[src/hcs_regs.vh]
// Register map, field positions and timing constants of the charge sequencer
`ifndef HCS_REGS_VH
`define HCS_REGS_VH

// ****************************************************************
// Register byte addresses
// ****************************************************************
`define HCS_ADDR_CTRL    8'h00
`define HCS_ADDR_STAT    8'h04
`define HCS_ADDR_IRQ     8'h08
`define HCS_ADDR_MASK    8'h0c
`define HCS_AW           8

// ****************************************************************
// Control fields
// ****************************************************************
`define HCS_CTRL_TRACK   0
`define HCS_CTRL_RESET   32'h0000_0001

// ****************************************************************
// Event bits (interrupt and mask registers share this layout; status has its own)
// ****************************************************************
`define HCS_EV_W         6
`define HCS_EV_HP_FAIL   0
`define HCS_EV_UV        1
`define HCS_EV_OV        2
`define HCS_EV_ABN       3
`define HCS_EV_SAMPLE    4
`define HCS_EV_BOOST     5

// ****************************************************************
// Timing (clk = 25 MHz)
// ****************************************************************
`define HCS_CLK_HZ       25000000
`define HCS_HOTPLUG_MS   45
`define HCS_HOLDOFF_MS   32
`define HCS_PERIOD_S     16
`define HCS_SAMPLE_MS    256
`define HCS_CNT_W        32

`endif

[src/hcs_sequencer.v]
// Harvester charge sequencer: comparator-driven switch, boost and sampling control
// Notes on behaviour
// Hot-plug closes the storage switch for about 45 ms to charge the rail capacitor.
// Rail above undervoltage within the window keeps switch closed; charge when input present.
// Window expiry without undervoltage level opens switch and enables cold start.
// Charged element with rail above ground keeps switch open until input source charges.
// Rail below undervoltage threshold opens the switch for rail recharge.
// Input above rail or storage is abnormal; boost and charger stay off. Only input above rail is detected here; storage is not compared.
// Cold start runs below main-boost level with input; main boost above it.
// After main boost starts, switch closes once rail reaches undervoltage release.
// Charging held off 32 ms after main converter turns on for first sample.
// Transfer pulses only while harvester input exceeds held reference.
// Boost disabled whenever rail reaches overvoltage.
// With tracking, every 16 s halt charger 256 ms and sample open-circuit input.
// Sample pin tied to rail suppresses sampling; outside may drive held reference.
// Tracking off: regulate to external reference; grounded reference removes regulation.
// Insufficient input: cold start may run forever, main boost stays off.
// Closed switch stays closed until rail falls below undervoltage threshold.
// After overvoltage, restart only below overvoltage release level.
// All intervals come from counters on one timebase, cleared at reset.
// Comparators synchronised before use; outputs come from registers.
//
// The Wishbone slave port and the register addresses are this design's own decisions.
`timescale 1ns/1ps
`include "hcs_regs.vh"

module hcs_sequencer
#(
  parameter HOTPLUG_CYC = (`HCS_CLK_HZ / 1000) * `HCS_HOTPLUG_MS,
  parameter HOLDOFF_CYC = (`HCS_CLK_HZ / 1000) * `HCS_HOLDOFF_MS,
  parameter PERIOD_CYC  = `HCS_CLK_HZ * `HCS_PERIOD_S,
  parameter SAMPLE_CYC  = (`HCS_CLK_HZ / 1000) * `HCS_SAMPLE_MS
)
(
  // Clock and reset
  input  wire        clk,
  input  wire        rstn,
  // Wishbone slave
  input  wire        wb_cyc_i,
  input  wire        wb_stb_i,
  input  wire        wb_we_i,
  input  wire [7:0]  wb_adr_i,
  input  wire [31:0] wb_dat_i,
  input  wire [3:0]  wb_sel_i,
  output reg  [31:0] wb_dat_o,
  output reg         wb_ack_o,
  // Analog comparators
  input  wire        storage_attached,
  input  wire        rail_above_ground,
  input  wire        rail_above_boost_level,
  input  wire        rail_above_uv,
  input  wire        rail_above_uv_release,
  input  wire        rail_above_ov,
  input  wire        storage_above_ov_release,
  input  wire        input_present,
  input  wire        input_above_rail,
  input  wire        input_above_reference,
  input  wire        sample_pin_at_rail,
  input  wire        reference_grounded,
  // Power stage controls
  output reg         storage_switch_on,
  output reg         cold_start_en,
  output reg         main_boost_en,
  output reg         charger_en,
  output reg         transfer_pulse,
  output reg         sample_en,
  output reg         irq
);

// ****************************************************************
// Comparator synchronisers
// ****************************************************************
localparam NSYNC = 12;
wire [NSYNC-1:0] async_in = {reference_grounded, sample_pin_at_rail, input_above_reference,
                             input_above_rail, input_present, storage_above_ov_release,
                             rail_above_ov, rail_above_uv_release, rail_above_uv,
                             rail_above_boost_level, rail_above_ground, storage_attached};
reg  [NSYNC-1:0] sync1_r;
reg  [NSYNC-1:0] sync2_r;

// Comparators move freely against clk; two stages tame metastability
always @(posedge clk or negedge rstn)
begin
  if (!rstn)
  begin
    sync1_r <= {NSYNC{1'b0}};
    sync2_r <= {NSYNC{1'b0}};
  end
  else
  begin
    sync1_r <= async_in;
    sync2_r <= sync1_r;
  end
end

wire s_attach  = sync2_r[0];
wire s_gnd     = sync2_r[1];
wire s_boostlv = sync2_r[2];
wire s_uv      = sync2_r[3];
wire s_uvrel   = sync2_r[4];
wire s_ov      = sync2_r[5];
wire s_ovrel   = sync2_r[6];
wire s_inp     = sync2_r[7];
wire s_abn     = sync2_r[8];
wire s_aboveref = sync2_r[9];
wire s_pinrail = sync2_r[10];
wire s_refgnd  = sync2_r[11];

// ****************************************************************
// Sequencer states
// ****************************************************************
localparam [4:0] ST_IDLE    = 5'h01;
localparam [4:0] ST_HOTPLUG = 5'h02;
localparam [4:0] ST_COLD    = 5'h04;
localparam [4:0] ST_BOOST   = 5'h08;
localparam [4:0] ST_WAIT    = 5'h10;

reg  [4:0]              state_r;
reg  [4:0]              state_nxt;
reg  [`HCS_CNT_W-1:0]   win_cnt_r;
reg  [`HCS_CNT_W-1:0]   per_cnt_r;
reg  [`HCS_CNT_W-1:0]   smp_cnt_r;
reg                     holdoff_r;
reg                     sampling_r;
reg                     ov_lock_r;
reg                     attach_d_r;
reg                     sw_r;
reg  [31:0]             ctrl_r;

// Pin at the rail hands the reference to the outside
wire track_en  = ctrl_r[`HCS_CTRL_TRACK] & ~s_pinrail;
// Edge, not level: a level would re-arm the window while attached
wire attach_rise = s_attach & ~attach_d_r;

function cnt_done;
  input [`HCS_CNT_W-1:0] cnt;
  input [`HCS_CNT_W-1:0] lim;
  begin
    cnt_done = (cnt >= lim - 1'b1);
  end
endfunction

always @*
begin
  state_nxt = state_r;
  case (state_r)
    ST_IDLE:
    begin
      if (attach_rise && !s_gnd)
        state_nxt = ST_HOTPLUG;
      else if (attach_rise && s_gnd)
        state_nxt = ST_WAIT;
      else if (s_inp)
        state_nxt = ST_COLD;
    end
    ST_HOTPLUG:
    begin
      if (s_uv)
        state_nxt = s_boostlv ? ST_BOOST : ST_COLD;
      else if (cnt_done(win_cnt_r, HOTPLUG_CYC))
        state_nxt = ST_COLD;
    end
    ST_WAIT:
      if (s_inp)
        state_nxt = s_boostlv ? ST_BOOST : ST_COLD;
    ST_COLD:
      if (s_boostlv)
        state_nxt = ST_BOOST;
    // Losing the boost level falls back to cold start
    ST_BOOST:
      if (!s_boostlv)
        state_nxt = ST_COLD;
    default:
      state_nxt = ST_IDLE;
  endcase
end

// ****************************************************************
// State, counters and switch
// ****************************************************************
always @(posedge clk or negedge rstn)
begin
  if (!rstn)
  begin
    state_r    <= ST_IDLE;
    win_cnt_r  <= {`HCS_CNT_W{1'b0}};
    per_cnt_r  <= {`HCS_CNT_W{1'b0}};
    smp_cnt_r  <= {`HCS_CNT_W{1'b0}};
    holdoff_r  <= 1'b0;
    sampling_r <= 1'b0;
    ov_lock_r  <= 1'b0;
    attach_d_r <= 1'b0;
    sw_r       <= 1'b0;
  end
  else
  begin
    state_r    <= state_nxt;
    attach_d_r <= s_attach;
    win_cnt_r  <= (state_r == ST_HOTPLUG) ? win_cnt_r + 1'b1 : {`HCS_CNT_W{1'b0}};
    // Holdoff and sampling share smp_cnt_r; holdoff starts at main boost entry, sampling at each period end after it while track_en is set
    if (state_r != ST_BOOST)
    begin
      holdoff_r  <= 1'b1;
      sampling_r <= 1'b0;
      smp_cnt_r  <= {`HCS_CNT_W{1'b0}};
      per_cnt_r  <= {`HCS_CNT_W{1'b0}};
    end
    else if (holdoff_r)
    begin
      smp_cnt_r <= smp_cnt_r + 1'b1;
      if (cnt_done(smp_cnt_r, HOLDOFF_CYC))
      begin
        holdoff_r <= 1'b0;
        smp_cnt_r <= {`HCS_CNT_W{1'b0}};
      end
    end
    else
    begin
      per_cnt_r <= cnt_done(per_cnt_r, PERIOD_CYC) ? {`HCS_CNT_W{1'b0}} : per_cnt_r + 1'b1;
      if (track_en && cnt_done(per_cnt_r, PERIOD_CYC))
        sampling_r <= 1'b1;
      if (sampling_r)
      begin
        smp_cnt_r <= smp_cnt_r + 1'b1;
        if (cnt_done(smp_cnt_r, SAMPLE_CYC))
        begin
          sampling_r <= 1'b0;
          smp_cnt_r  <= {`HCS_CNT_W{1'b0}};
        end
      end
    end
    // Overvoltage lock cleared only below release level
    if (s_ov)
      ov_lock_r <= 1'b1;
    else if (!s_ovrel)
      ov_lock_r <= 1'b0;
    // Storage switch
    if (state_r == ST_HOTPLUG)
      sw_r <= ~cnt_done(win_cnt_r, HOTPLUG_CYC) | s_uv;
    else if (!s_uv)
      sw_r <= 1'b0;
    else if (state_r == ST_BOOST && s_uvrel)
      sw_r <= 1'b1;
  end
end

// ****************************************************************
// Registered outputs
// ****************************************************************
wire boost_ok  = (state_r == ST_BOOST) & ~s_abn & ~ov_lock_r & ~s_ov;
wire charge_ok = boost_ok & ~holdoff_r & ~sampling_r;
// Grounded reference: regulation off, so pulses are not gated by it
wire ref_ok    = s_refgnd | s_aboveref;

always @(posedge clk or negedge rstn)
begin
  if (!rstn)
  begin
    storage_switch_on <= 1'b0;
    cold_start_en     <= 1'b0;
    main_boost_en     <= 1'b0;
    charger_en        <= 1'b0;
    transfer_pulse    <= 1'b0;
    sample_en         <= 1'b0;
  end
  else
  begin
    storage_switch_on <= sw_r;
    cold_start_en     <= (state_r == ST_COLD) & s_inp & ~s_abn;
    main_boost_en     <= boost_ok;
    charger_en        <= charge_ok;
    transfer_pulse    <= charge_ok & ref_ok;
    sample_en         <= sampling_r | (boost_ok & holdoff_r & track_en);
  end
end

// ****************************************************************
// Events and Wishbone slave
// ****************************************************************
reg  [`HCS_EV_W-1:0] irq_r;
reg  [`HCS_EV_W-1:0] mask_r;
reg  [4:0]           state_d_r;
reg                  ov_d_r;
reg                  abn_d_r;
reg                  smp_d_r;
reg                  sw_d_r;
wire [`HCS_EV_W-1:0] ev;
assign ev[`HCS_EV_HP_FAIL] = (state_d_r == ST_HOTPLUG) && (state_r == ST_COLD);
assign ev[`HCS_EV_UV]      = sw_d_r & ~sw_r & (state_d_r != ST_HOTPLUG);
assign ev[`HCS_EV_OV]      = ov_lock_r & ~ov_d_r;
assign ev[`HCS_EV_ABN]     = s_abn & ~abn_d_r;
assign ev[`HCS_EV_SAMPLE]  = smp_d_r & ~sampling_r;
assign ev[`HCS_EV_BOOST]   = (state_r == ST_BOOST) && (state_d_r != ST_BOOST);

wire wb_req = wb_cyc_i & wb_stb_i & ~wb_ack_o;
wire wb_wr  = wb_req & wb_we_i & wb_sel_i[0];

always @(posedge clk or negedge rstn)
begin
  if (!rstn)
  begin
    wb_ack_o  <= 1'b0;
    wb_dat_o  <= 32'h0000_0000;
    ctrl_r    <= `HCS_CTRL_RESET;
    irq_r     <= {`HCS_EV_W{1'b0}};
    mask_r    <= {`HCS_EV_W{1'b0}};
    state_d_r <= ST_IDLE;
    ov_d_r    <= 1'b0;
    abn_d_r   <= 1'b0;
    smp_d_r   <= 1'b0;
    sw_d_r    <= 1'b0;
    irq       <= 1'b0;
  end
  else
  begin
    state_d_r <= state_r;
    ov_d_r    <= ov_lock_r;
    abn_d_r   <= s_abn;
    smp_d_r   <= sampling_r;
    sw_d_r    <= sw_r;
    // One ack per taken request; ack high masks a strobe still held
    wb_ack_o  <= wb_req;
    // New events win over a write-one clear in the same cycle
    irq_r <= (irq_r & ~((wb_wr && wb_adr_i == `HCS_ADDR_IRQ) ?
              wb_dat_i[`HCS_EV_W-1:0] : {`HCS_EV_W{1'b0}})) | ev;
    irq   <= |(irq_r & mask_r);
    if (wb_wr && wb_adr_i == `HCS_ADDR_CTRL)
      ctrl_r <= {31'h0000_0000, wb_dat_i[`HCS_CTRL_TRACK]};
    if (wb_wr && wb_adr_i == `HCS_ADDR_MASK)
      mask_r <= wb_dat_i[`HCS_EV_W-1:0];
    if (wb_req)
    begin
      case (wb_adr_i)
        `HCS_ADDR_CTRL: wb_dat_o <= ctrl_r;
        `HCS_ADDR_STAT: wb_dat_o <= {21'h000000, ov_lock_r, sampling_r, holdoff_r,
                                     sw_r, state_r, s_inp, s_uv};
        `HCS_ADDR_IRQ:  wb_dat_o <= {26'h0000000, irq_r};
        `HCS_ADDR_MASK: wb_dat_o <= {26'h0000000, mask_r};
        default:        wb_dat_o <= 32'h0000_0000;
      endcase
    end
  end
end

endmodule // hcs_sequencer

[config.mk]
export PLATFORM = sky130hd
export DESIGN_NAME = hcs_sequencer
export DESIGN_NICKNAME = d
export VERILOG_FILES = /design/src/hcs_sequencer.v
export VERILOG_INCLUDE_DIRS = /design/src
export SDC_FILE = /design/constraint.sdc
export NUM_CORES = 1
export LEC_CHECK = 0
export ABC_AREA = 1
export BUFFER_PORTS_ARGS = -buffer_cell sky130_fd_sc_hd__buf_4
export CAP_MARGIN = 20
export CORE_MARGIN = 3
export CORE_UTILIZATION = 50
export CTS_CLUSTER_SIZE = 24
export DETAILED_ROUTE_END_ITERATION = 16
export GPL_ROUTABILITY_DRIVEN = 0
export GPL_TIMING_DRIVEN = 0
export HOLD_SLACK_MARGIN = 0.06
export PLACE_DENSITY = 0.73
export SLEW_MARGIN = 30
export SYNTH_ARGS = -nofsm -noshare
export SYNTH_HDL_FRONTEND = slang
export SYNTH_SLANG_ARGS = --single-unit
[constraint.sdc]
create_clock -name clk -period 2.2 [get_ports clk]
set_input_delay 0.22 -clock clk [delete_from_list [all_inputs] [get_ports clk]]
set_output_delay 0.22 -clock clk [all_outputs]
set_load 0.05 [all_outputs]
==> results of run 1 <==
cells by family (layout without fill, tap and decap cells):
kind of cell | count (synthesis) | count (layout) | share of synthesized area
simple gates | 663 | 663 | 0.336
flops | 170 | 170 | 0.483
buf+inv | 165 | 264 | 0.0833
compound gates | 80 | 80 | 0.0514
xor+xnor | 42 | 42 | 0.0417
fa+ha+maj | 3 | 3 | 0.00426
other cells | 1 | 21 | 0.000426
worst paths after layout:
kind	cells after the start	slack (ns)	endpoint
max in group asynchronous	4	0.97	per_cnt_r[15]$_DFFE_PN0P_
min	3	0.07	mask_r[2]$_DFFE_PN0P_
min in group asynchronous	2	0.26	win_cnt_r[17]$_DFF_PN0_
min reg2reg	0	0.34	sync2_r[1]$_DFF_PN0_
max reg2reg	12	0.25	win_cnt_r[22]$_DFF_PN0_
max	12	0.25	win_cnt_r[22]$_DFF_PN0_
registers in the layout, summed over array words and instances, names as in the netlist, 5 cells and up:
signal and flops:
state_r 5, mask_r 6, wb_dat_o 11, state_d_r 5, sync1_r 12, win_cnt_r 32
irq_r 6, sync2_r 12, per_cnt_r 32, smp_cnt_r 32
per-stage QoR:
stage,area [sq um],cells,util,worst slack (ns)
after floorplan,8890,1144,-,0.556
after global placement,9540,1414,0.563,-0.0629
after detailed placement,9600,1416,0.567,0.300
after CTS,10400,1463,0.613,0.262
after global routing,10400,1463,0.613,0.0252
final,10400,1463,0.613,0.248
placed cells by master, fill, tap and decap left out, types with 3 or more instances in the layout:
master | netlist | routed
conb_1 | 1 | 21
buf_6 | 3 | 3
nand4_1 | 23 | 23
nand2_2 | 6 | 6
bufinv_16 | 0 | 3
o211ai_1 | 4 | 4
o21ai_1 | 6 | 6
nor3_2 | 4 | 4
nand2_1 | 312 | 312
nand3b_1 | 3 | 3
inv_1 | 122 | 122
ha_1 | 3 | 3
nor3_4 | 3 | 3
dlygate4sd3_1 | 0 | 15
or2_2 | 3 | 3
clkbuf_16 | 0 | 17
o21a_1 | 3 | 3
buf_4 | 21 | 70
a21oi_1 | 19 | 19
nor3_1 | 49 | 49
nor2_2 | 18 | 18
inv_6 | 0 | 5
dfstp_2 | 3 | 3
buf_2 | 8 | 8
nor4_1 | 7 | 7
nand3_1 | 62 | 62
dfrtp_1 | 167 | 167
clkbuf_1 | 5 | 6
nor2_1 | 157 | 157
inv_2 | 4 | 4
clkinv_4 | 0 | 4
xnor2_1 | 9 | 9
nor3b_1 | 5 | 5
xor2_1 | 33 | 33
o21ai_0 | 36 | 36
synthesized netlist by cell type, types with 4 or more instances:
master	instances	area (sq um)
a21oi_1	19	95.1
buf_2	8	40.0
buf_4	21	158
clkbuf_1	5	18.8
dfrtp_1	167	4180
inv_1	122	458
inv_2	4	15.0
nand2_1	312	1170
nand2_2	6	37.5
nand3_1	62	310
nand4_1	23	144
nor2_1	157	589
nor2_2	18	113
nor3_1	49	245
nor3_2	4	40.0
nor3b_1	5	37.5
nor4_1	7	43.8
o211ai_1	4	30.0
o21ai_0	36	180
o21ai_1	6	30.0
xnor2_1	9	78.8
xor2_1	33	289
area by class of cell:
class,instances,area share
flip-flops and latches,170,0.410
multi-input cells,809,0.375
repair buffers,67,0.0567
inverters,128,0.0467
clock buffers,19,0.0427
well taps,220,0.0265
plain buffers,37,0.0241
clock inverters,13,0.0174
routing by layer:
metal,up-vias,part of all wire,track usage
met2,254,0.45,0.323
met5,-,0,0
met1,3471,0.47,0.306
met4,0,0.016,0.0613
li1,3751,-,-
met3,27,0.063,0.0507
what timing repair did:
| item | CTS | global route |
|---|---|---|
| endpoints found under the hold margin | 104 | 0 |
| hold buffers | 15 | 0 |
| gates resized for setup | 0 | 0 |
worst register-to-register path, stage by stage (launching register included):
cell	delay, ns
dfrtp_1	0.38
ha_1	0.22
nand2_1	0.10
inv_1	0.08
nand2_1	0.10
nor2_1	0.16
nand3_1	0.18
nor2_2	0.19
nand2_1	0.11
nor2_2	0.16
nand2_1	0.07
nand2_1	0.06
nor2_1	0.04
power groups by stage:
stage	sequential [uW]	clock [uW]	combinational, uW
after global routing	3330	3360	869
final	3320	3150	788
after global placement	3380	0	739
after CTS	3320	3210	792
after floorplan	3390	0	477
after detailed placement	3380	0	762
==> key figures, run 1 <==
Placement
  • DPL Wire Length: 14400 microns
  • # port buffers: 50

Power and ir drop
  • Pleak: 0.00477 uW
  • Logic gate share of total power: 0.109
  • Net Sw Frac: 0.265
  • Peak supply drop: 0.602 mV
  • Sw Pwr: 1920 uW
  • Reg power frac: 0.458
  • Clock Power Share: 0.434
  • Internal Power: 5340 uW
  • Power Dens Cells: 700 mW/mm^2
  • Total power: 7260 uW

Setup path
  • Crit path top cell by count: nand2_1
  • Critical Path Source Type: flip-flop
  • WP buf/inv: 1
  • Crit path max fanout: 4
  • Critical path's slowest cell: dfrtp_1
  • Crit-path leading delay family: simple AND/OR/NAND/NOR gates
  • Critical Path RT: 2.52 ns
  • Slowest Stage Delay on Critical Path: 0.38 ns
  • Worst setup startpoint: win_cnt_r[0]$_DFF_PN0_
  • CP cell instances: ha_1 -> nand2_1 -> inv_1 -> nand2_1 -> nor2_1 -> nand3_1 -> nor2_2 -> nand2_1 -> nor2_2 -> nand2_1 -> nand2_1 -> nor2_1
  • CP arrival: 2.27 ns
  • CP endpoint kind: flip-flop
  • Critical path class: flip-flop to flip-flop
  • Reg-to-reg startpoint: win_cnt_r[0]$_DFF_PN0_

Synthesis
  • Synth unique cells: 49
  • EDFF count, synth: 0
  • Syn Area/Cell: 7.84 sq um
  • Flops & latches, synth: 170
  • Ys async rst share: 1.00
  • Cells after synthesis: 1124
  • Synth Flop Type: dfrtp_1
  • Synth warn: 0
  • Sequential fraction of the synthesis area: 0.483
  • Synthesized area: 0.00881 sq mm

Layout
  • Nets: 1294
  • Multi-input logic area: 0.00389 sq mm
  • # fillers: 1497
  • Register area: 0.00426 sq mm
  • Layout area overhead: 17.7%
  • Diodes inserted: 0
  • Fraction of layout instances using a drive strength above 1: 0.135

Detailed routing
  • Vias per inst: 5.13
  • DRC Markers: 0
  • Initial DRC count: 612
  • WL final: 19700 microns
  • Via count: 7503
  • Routed length per placed instance: 13.5 microns
  • Detail Route Antenna Nets: 0
  • DRT Pass-1 Iters: 7

Timing
  • Hold Violations, Final: 0
  • Min Hold Slack: 0.0730 ns
  • Min cycle time layout: 1.95 ns
  • Slew margin rel.: 0.606
  • Pin slew with the least headroom to its limit: 0.591 ns
  • Worst Skew: 0.0116 ns
  • Fin crit share: 0.887
  • Slew Limit Fails: 0
  • Max Clock Freq: 0.512 GHz
  • Endpoints failing setup: 0
  • Setup_tns: 0 ns
  • Unrepaired setup endpoints after global routing: false

Clock tree
  • # clock sinks: 170
  • Clk_lat worst skew: 0.43 ns
  • CTS Buf Count: 17
  • Clock transition at path regs: 0.07 ns
  • Clk buf depth: 2
  • Post-CTS setup buffer count: 0
  • TritonCTS clock tree: done
  • CTS root buffer: clkbuf_16
  • H-tree levels: 4

Worst hold path
  • Hold Crit Class: primary input to flip-flop
  • Hold wc startpoint: wb_dat_i[2]

Die
  • IO Pins: 101
  • Starting Density: 0.520
  • Die Area: 0.0193 sq mm
  • Core ar.: 0.0169 sq mm
  • Height of the die: 139 microns
  • Die W: 139 microns
  • # rows: 47

Global route
  • Number of global-route vias before repair: 7133
  • Initial antenna violation count: 0
  • Total gr overflow: 0
  • Largest net degree at the start of global routing: 78
  • First-pass GRT wire length: 34000 microns
  • Gr usage total: 0.212

Outcome
  • Outcome: finished, final reports clean

Job
  • Total of max-cap violations: 0
Power figures use the tool's default switching activity.
==> run 2: changes to the inputs <==
--- a/config.mk
+++ b/config.mk
@@ -6,9 +6,7 @@
 export SDC_FILE = /design/constraint.sdc
 export NUM_CORES = 1
 export LEC_CHECK = 0
-export ABC_AREA = 1
 export BUFFER_PORTS_ARGS = -buffer_cell sky130_fd_sc_hd__buf_4
-export CAP_MARGIN = 20
 export CORE_MARGIN = 3
 export CORE_UTILIZATION = 50
 export CTS_CLUSTER_SIZE = 24
==> run 2 against run 1 <==
The run now ends with negative setup slack left. Maximum frequency is 12% lower. Area after synthesis is 9.0% lower. Routed wire length is 8.0% lower. Clock power hardly changed. Worst hold slack better by 0.0054 ns. Flip-flop and latch count stayed put. Critical path depth is 4 lower. Register-to-register slack worse by 0.26 ns. Count of clock-buffer cells in the layout stayed put. Final area is 3.8% lower. Clock skew is 0.0050 ns lower.
==> key figures, run 2 <==
Outcome
  • Outcome: finished with violations
  • Failing checks: negative setup slack

Setup path
  • Reg2Reg Depth: 8 (-4)
  • Slowest Stage Delay on Critical Path: 0.47 ns (+0.09 ns)
  • Critical Path Source Type: flip-flop
  • Endpoint of the worst register-to-register path: smp_cnt_r[19]$_DFFE_PN0P_
  • Critical Path RT: 2.56 ns (+0.04 ns)
  • Critical path's slowest cell: dfrtp_1
  • Reg-to-reg startpoint: smp_cnt_r[17]$_DFFE_PN0P_
  • Critical path class: flip-flop to flip-flop
  • CP cell instances: nor4_4 -> o211ai_1 -> a211o_1 -> buf_4 -> a21oi_4 -> buf_6 -> or3b_1 -> nand3_1
  • CP endpoint kind: flip-flop
  • R2R Setup Slk: -0.009 ns (-0.26 ns)
  • CP endpoint: smp_cnt_r[19]$_DFFE_PN0P_
  • Worst setup startpoint: smp_cnt_r[17]$_DFFE_PN0P_
  • CP arrival: 2.57 ns (+0.30 ns)
  • Crit path max fanout: 9 (+5)

Global route
  • First-pass GRT wire length: 29700 microns (-13%)
  • Gr usage total: 0.207 (-0.00480)
  • Total gr overflow: 0 (unchanged)
  • Number of global-route vias before repair: 5970 (-16%)
  • Largest net degree at the start of global routing: 82 (+5.1%)
  • Initial antenna violation count: 0 (unchanged)

Synthesis
  • Synthesized area: 0.00802 sq mm (-9.0%)
  • Top-count cell post-synth: dfrtp_1
  • Synth warn: 0 (unchanged)
  • Synth unique cells: 68 (+39%)
  • Synth top area share: 0.521 (+0.0468)
  • Most instantiated cells after synthesis: 167 x dfrtp_1, 78 x nor2_1, 77 x nand2_1, 57 x nand3_1, 43 x o21ai_0
  • EDFF count, synth: 0 (unchanged)
  • Largest area contributor in the netlist: dfrtp_1
  • Synth Flop Type: dfrtp_1
  • Cells after synthesis: 802 (-29%)
  • Sequential fraction of the synthesis area: 0.531 (+0.0477)
  • Syn Area/Cell: 10.0 sq um (+28%)
  • Flops & latches, synth: 170 (unchanged)
  • Area contributors post-synth: dfrtp_1 52%, nor2_1 3.7%, nand2_1 3.6%
  • Ys async rst share: 1.00 (unchanged)

Die
  • IO Pins: 101 (unchanged)
  • Die W: 133 microns (-4.4%)
  • Height of the die: 133 microns (-4.4%)
  • Core ar.: 0.0154 sq mm (-8.9%)
  • Starting Density: 0.520 (about the same)
  • Die Area: 0.0176 sq mm (-8.6%)
  • # rows: 45 (-4.3%)

Detailed routing
  • Via count: 6334 (-16%)
  • Routed length per placed instance: 15.8 microns (+17%)
  • Initial DRC count: 456 (-25%)
  • DRC Markers: 0 (unchanged)
  • Vias per inst: 5.53 (+7.8%)
  • Detail Route Antenna Nets: 0 (unchanged)
  • WL final: 18200 microns (-8.0%)
  • DRT Pass-1 Iters: 5 (-2)

Timing
  • Worst Skew: 0.00654 ns (-0.00502 ns)
  • Unrepaired setup endpoints after global routing: true
  • Pin slew with the least headroom to its limit: 0.724 ns (+0.134 ns)
  • Hold Violations, Final: 0 (unchanged)
  • Min cycle time layout: 2.21 ns (+0.258 ns)
  • Min Hold Slack: 0.0784 ns (+0.00543 ns)
  • Max Clock Freq: 0.453 GHz (-12%)
  • Slew margin rel.: 0.513 (-0.0935)
  • Setup_tns: -0.00939 ns (-0.00939 ns)
  • Slew Limit Fails: 0 (unchanged)
  • Endpoints failing setup: 1 (+1)
  • Fin crit share: 1.00 (+0.117)
  • Final worst slack: -0.00939 ns (-0.258 ns)

Placement
  • DPL Wire Length: 11800 microns (-18%)
  • # port buffers: 50 (unchanged)
  • Area after DPL: 0.00880 sq mm (-8.4%)

Clock tree
  • Clk buf depth: 2 (unchanged)
  • CTS root buffer: clkbuf_16
  • TritonCTS clock tree: done
  • H-tree levels: 4 (unchanged)
  • Clk_lat worst skew: 0.43 ns (about the same)
  • # clock sinks: 170 (unchanged)
  • Clock transition at path regs: 0.06 ns (about the same)
  • CTS Buf Count: 17 (unchanged)

Power and ir drop
  • Power Dens Cells: 746 mW/mm^2 (+6.5%)
  • Logic gate share of total power: 0.117 (+0.008)
  • Total power: 7440 uW (+2.5%)
  • Pleak: 0.00433 uW (-9.2%)
  • Clock Power Share: 0.428 (-0.006)
  • Internal Power: 5550 uW (+4.0%)
  • Reg power frac: 0.455 (-0.003)
  • Sw Pwr: 1890 uW (-1.7%)
  • Net Sw Frac: 0.254 (-0.0110)
  • Peak supply drop: 0.591 mV (-1.7%)

Layout
  • Layout area overhead: 24.4%
  • Register area: 0.00426 sq mm (+0.15%)
  • Most common cell after layout, fill and taps aside: dfrtp_1
  • Fraction of layout instances using a drive strength above 1: 0.202 (+0.0670)
  • Diodes inserted: 0 (unchanged)
  • Biggest regs: per_cnt_r: 32 flops, smp_cnt_r: 32 flops, win_cnt_r: 32 flops
  • Multi-input logic area: 0.00367 sq mm (-5.8%)
  • Most frequent cells in the layout: 162 x dfrtp_1, 88 x buf_4, 76 x nor2_1, 76 x nand2_1, 55 x nand3_1
  • Core Util, Final: 0.647 (+0.0344)
  • Nets: 986 (-24%)
  • Final instance area: 0.00998 sq mm (-3.8%)
  • # fillers: 1243 (-17%)

Job
  • Total of max-cap violations: 0 (unchanged)

Worst hold path
  • Hold Crit Class: primary input to flip-flop
[run 2: metal layers]
| metal | global-route usage | vias to the layer above | wire length, microns | share of wire |
|---|---|---|---|---|
| met1 | 0.291 | 3105 | 8220 | 0.45 |
| met5 | 0 | - | 0 | 0 |
| met4 | 0.0600 | 0 | 293 | 0.016 |
| li1 | - | 3050 | - | - |
| met3 | 0.0475 | 21 | 868 | 0.048 |
| met2 | 0.325 | 158 | 8780 | 0.48 |
[run 2: area by class of cell]
class                   instances  area share
multi-input cells             578       0.368
well taps                     211      0.0265
repair buffers                 87      0.0755
clock inverters                13      0.0193
plain buffers                  46      0.0312
flip-flops and latches        170       0.427
clock buffers                  19      0.0444
inverters                      22     0.00827
[run 2: cell families (layout without fill, tap and decap cells)]
kind of cell             count (synthesis)  after routing  share of synthesized area
XOR/XNOR                                46             46                     0.0502
AO/OA/AOI/OAI                          135            135                      0.110
other                                    1             21                   0.000468
flip-flops                             170            170                      0.531
multiplexers                            19             19                     0.0270
AND/OR/NAND/NOR                        354            354                      0.229
buffers and inverters                   74            187                     0.0480
adder cells (fa/ha/maj)                  3              3                    0.00468
[run 2: power groups by stage]
stage / combinational (uW) / clock (uW) / sequential, uW
after floorplan: 502 / 0 / 3430
after global placement: 758 / 0 / 3430
after detailed placement: 779 / 0 / 3430
after CTS: 817 / 3250 / 3380
after global routing: 956 / 3400 / 3400
final: 873 / 3180 / 3390
[run 2: repair_timing]
item | 4_1_cts | 5_1_grt
setup buffers | 1 | 15
gates resized for setup | 21 | 43
endpoints found under the setup margin | 71 | 78
gates cloned | 0 | 1
hold endpoints to repair | 125 | 0
hold buffers | 18 | 0
pin swaps | 3 | 14
[run 2: per-stage QoR]
step	setup WS (ns)	instances
global placement	-0.291	1083
CTS	0.00170	1135
floorplan	0.0652	822
finish	-0.00939	1146
global route	-0.0689	1146
detailed placement	-0.299	1085
[run 2: worst max-delay path, delay by kind of cell (launching register included)]
kind | cells | cell delay, ns
compound gates | 3 | 0.59
buf+inv | 2 | 0.32
flops | 1 | 0.47
simple gates | 3 | 0.76
[run 2: worst min-delay path by stage]
stage	startpoint	endpoint	slack [ns]	depth (start not counted)
after global routing	wb_dat_i[0]	mask_r[0]$_DFFE_PN0P_	0.06	2
after floorplan	rstn	abn_d_r$_DFF_PN0_	-0.08	0
after CTS	wb_dat_i[0]	ctrl_r[0]$_DFFE_PN1P_	0.06	2
after global placement	input_above_reference	sync1_r[9]$_DFF_PN0_	0.33	1
after detailed placement	rstn	wb_dat_o[3]$_DFFE_PN0P_	0.09	1
final	wb_dat_i[0]	ctrl_r[0]$_DFFE_PN1P_	0.08	2
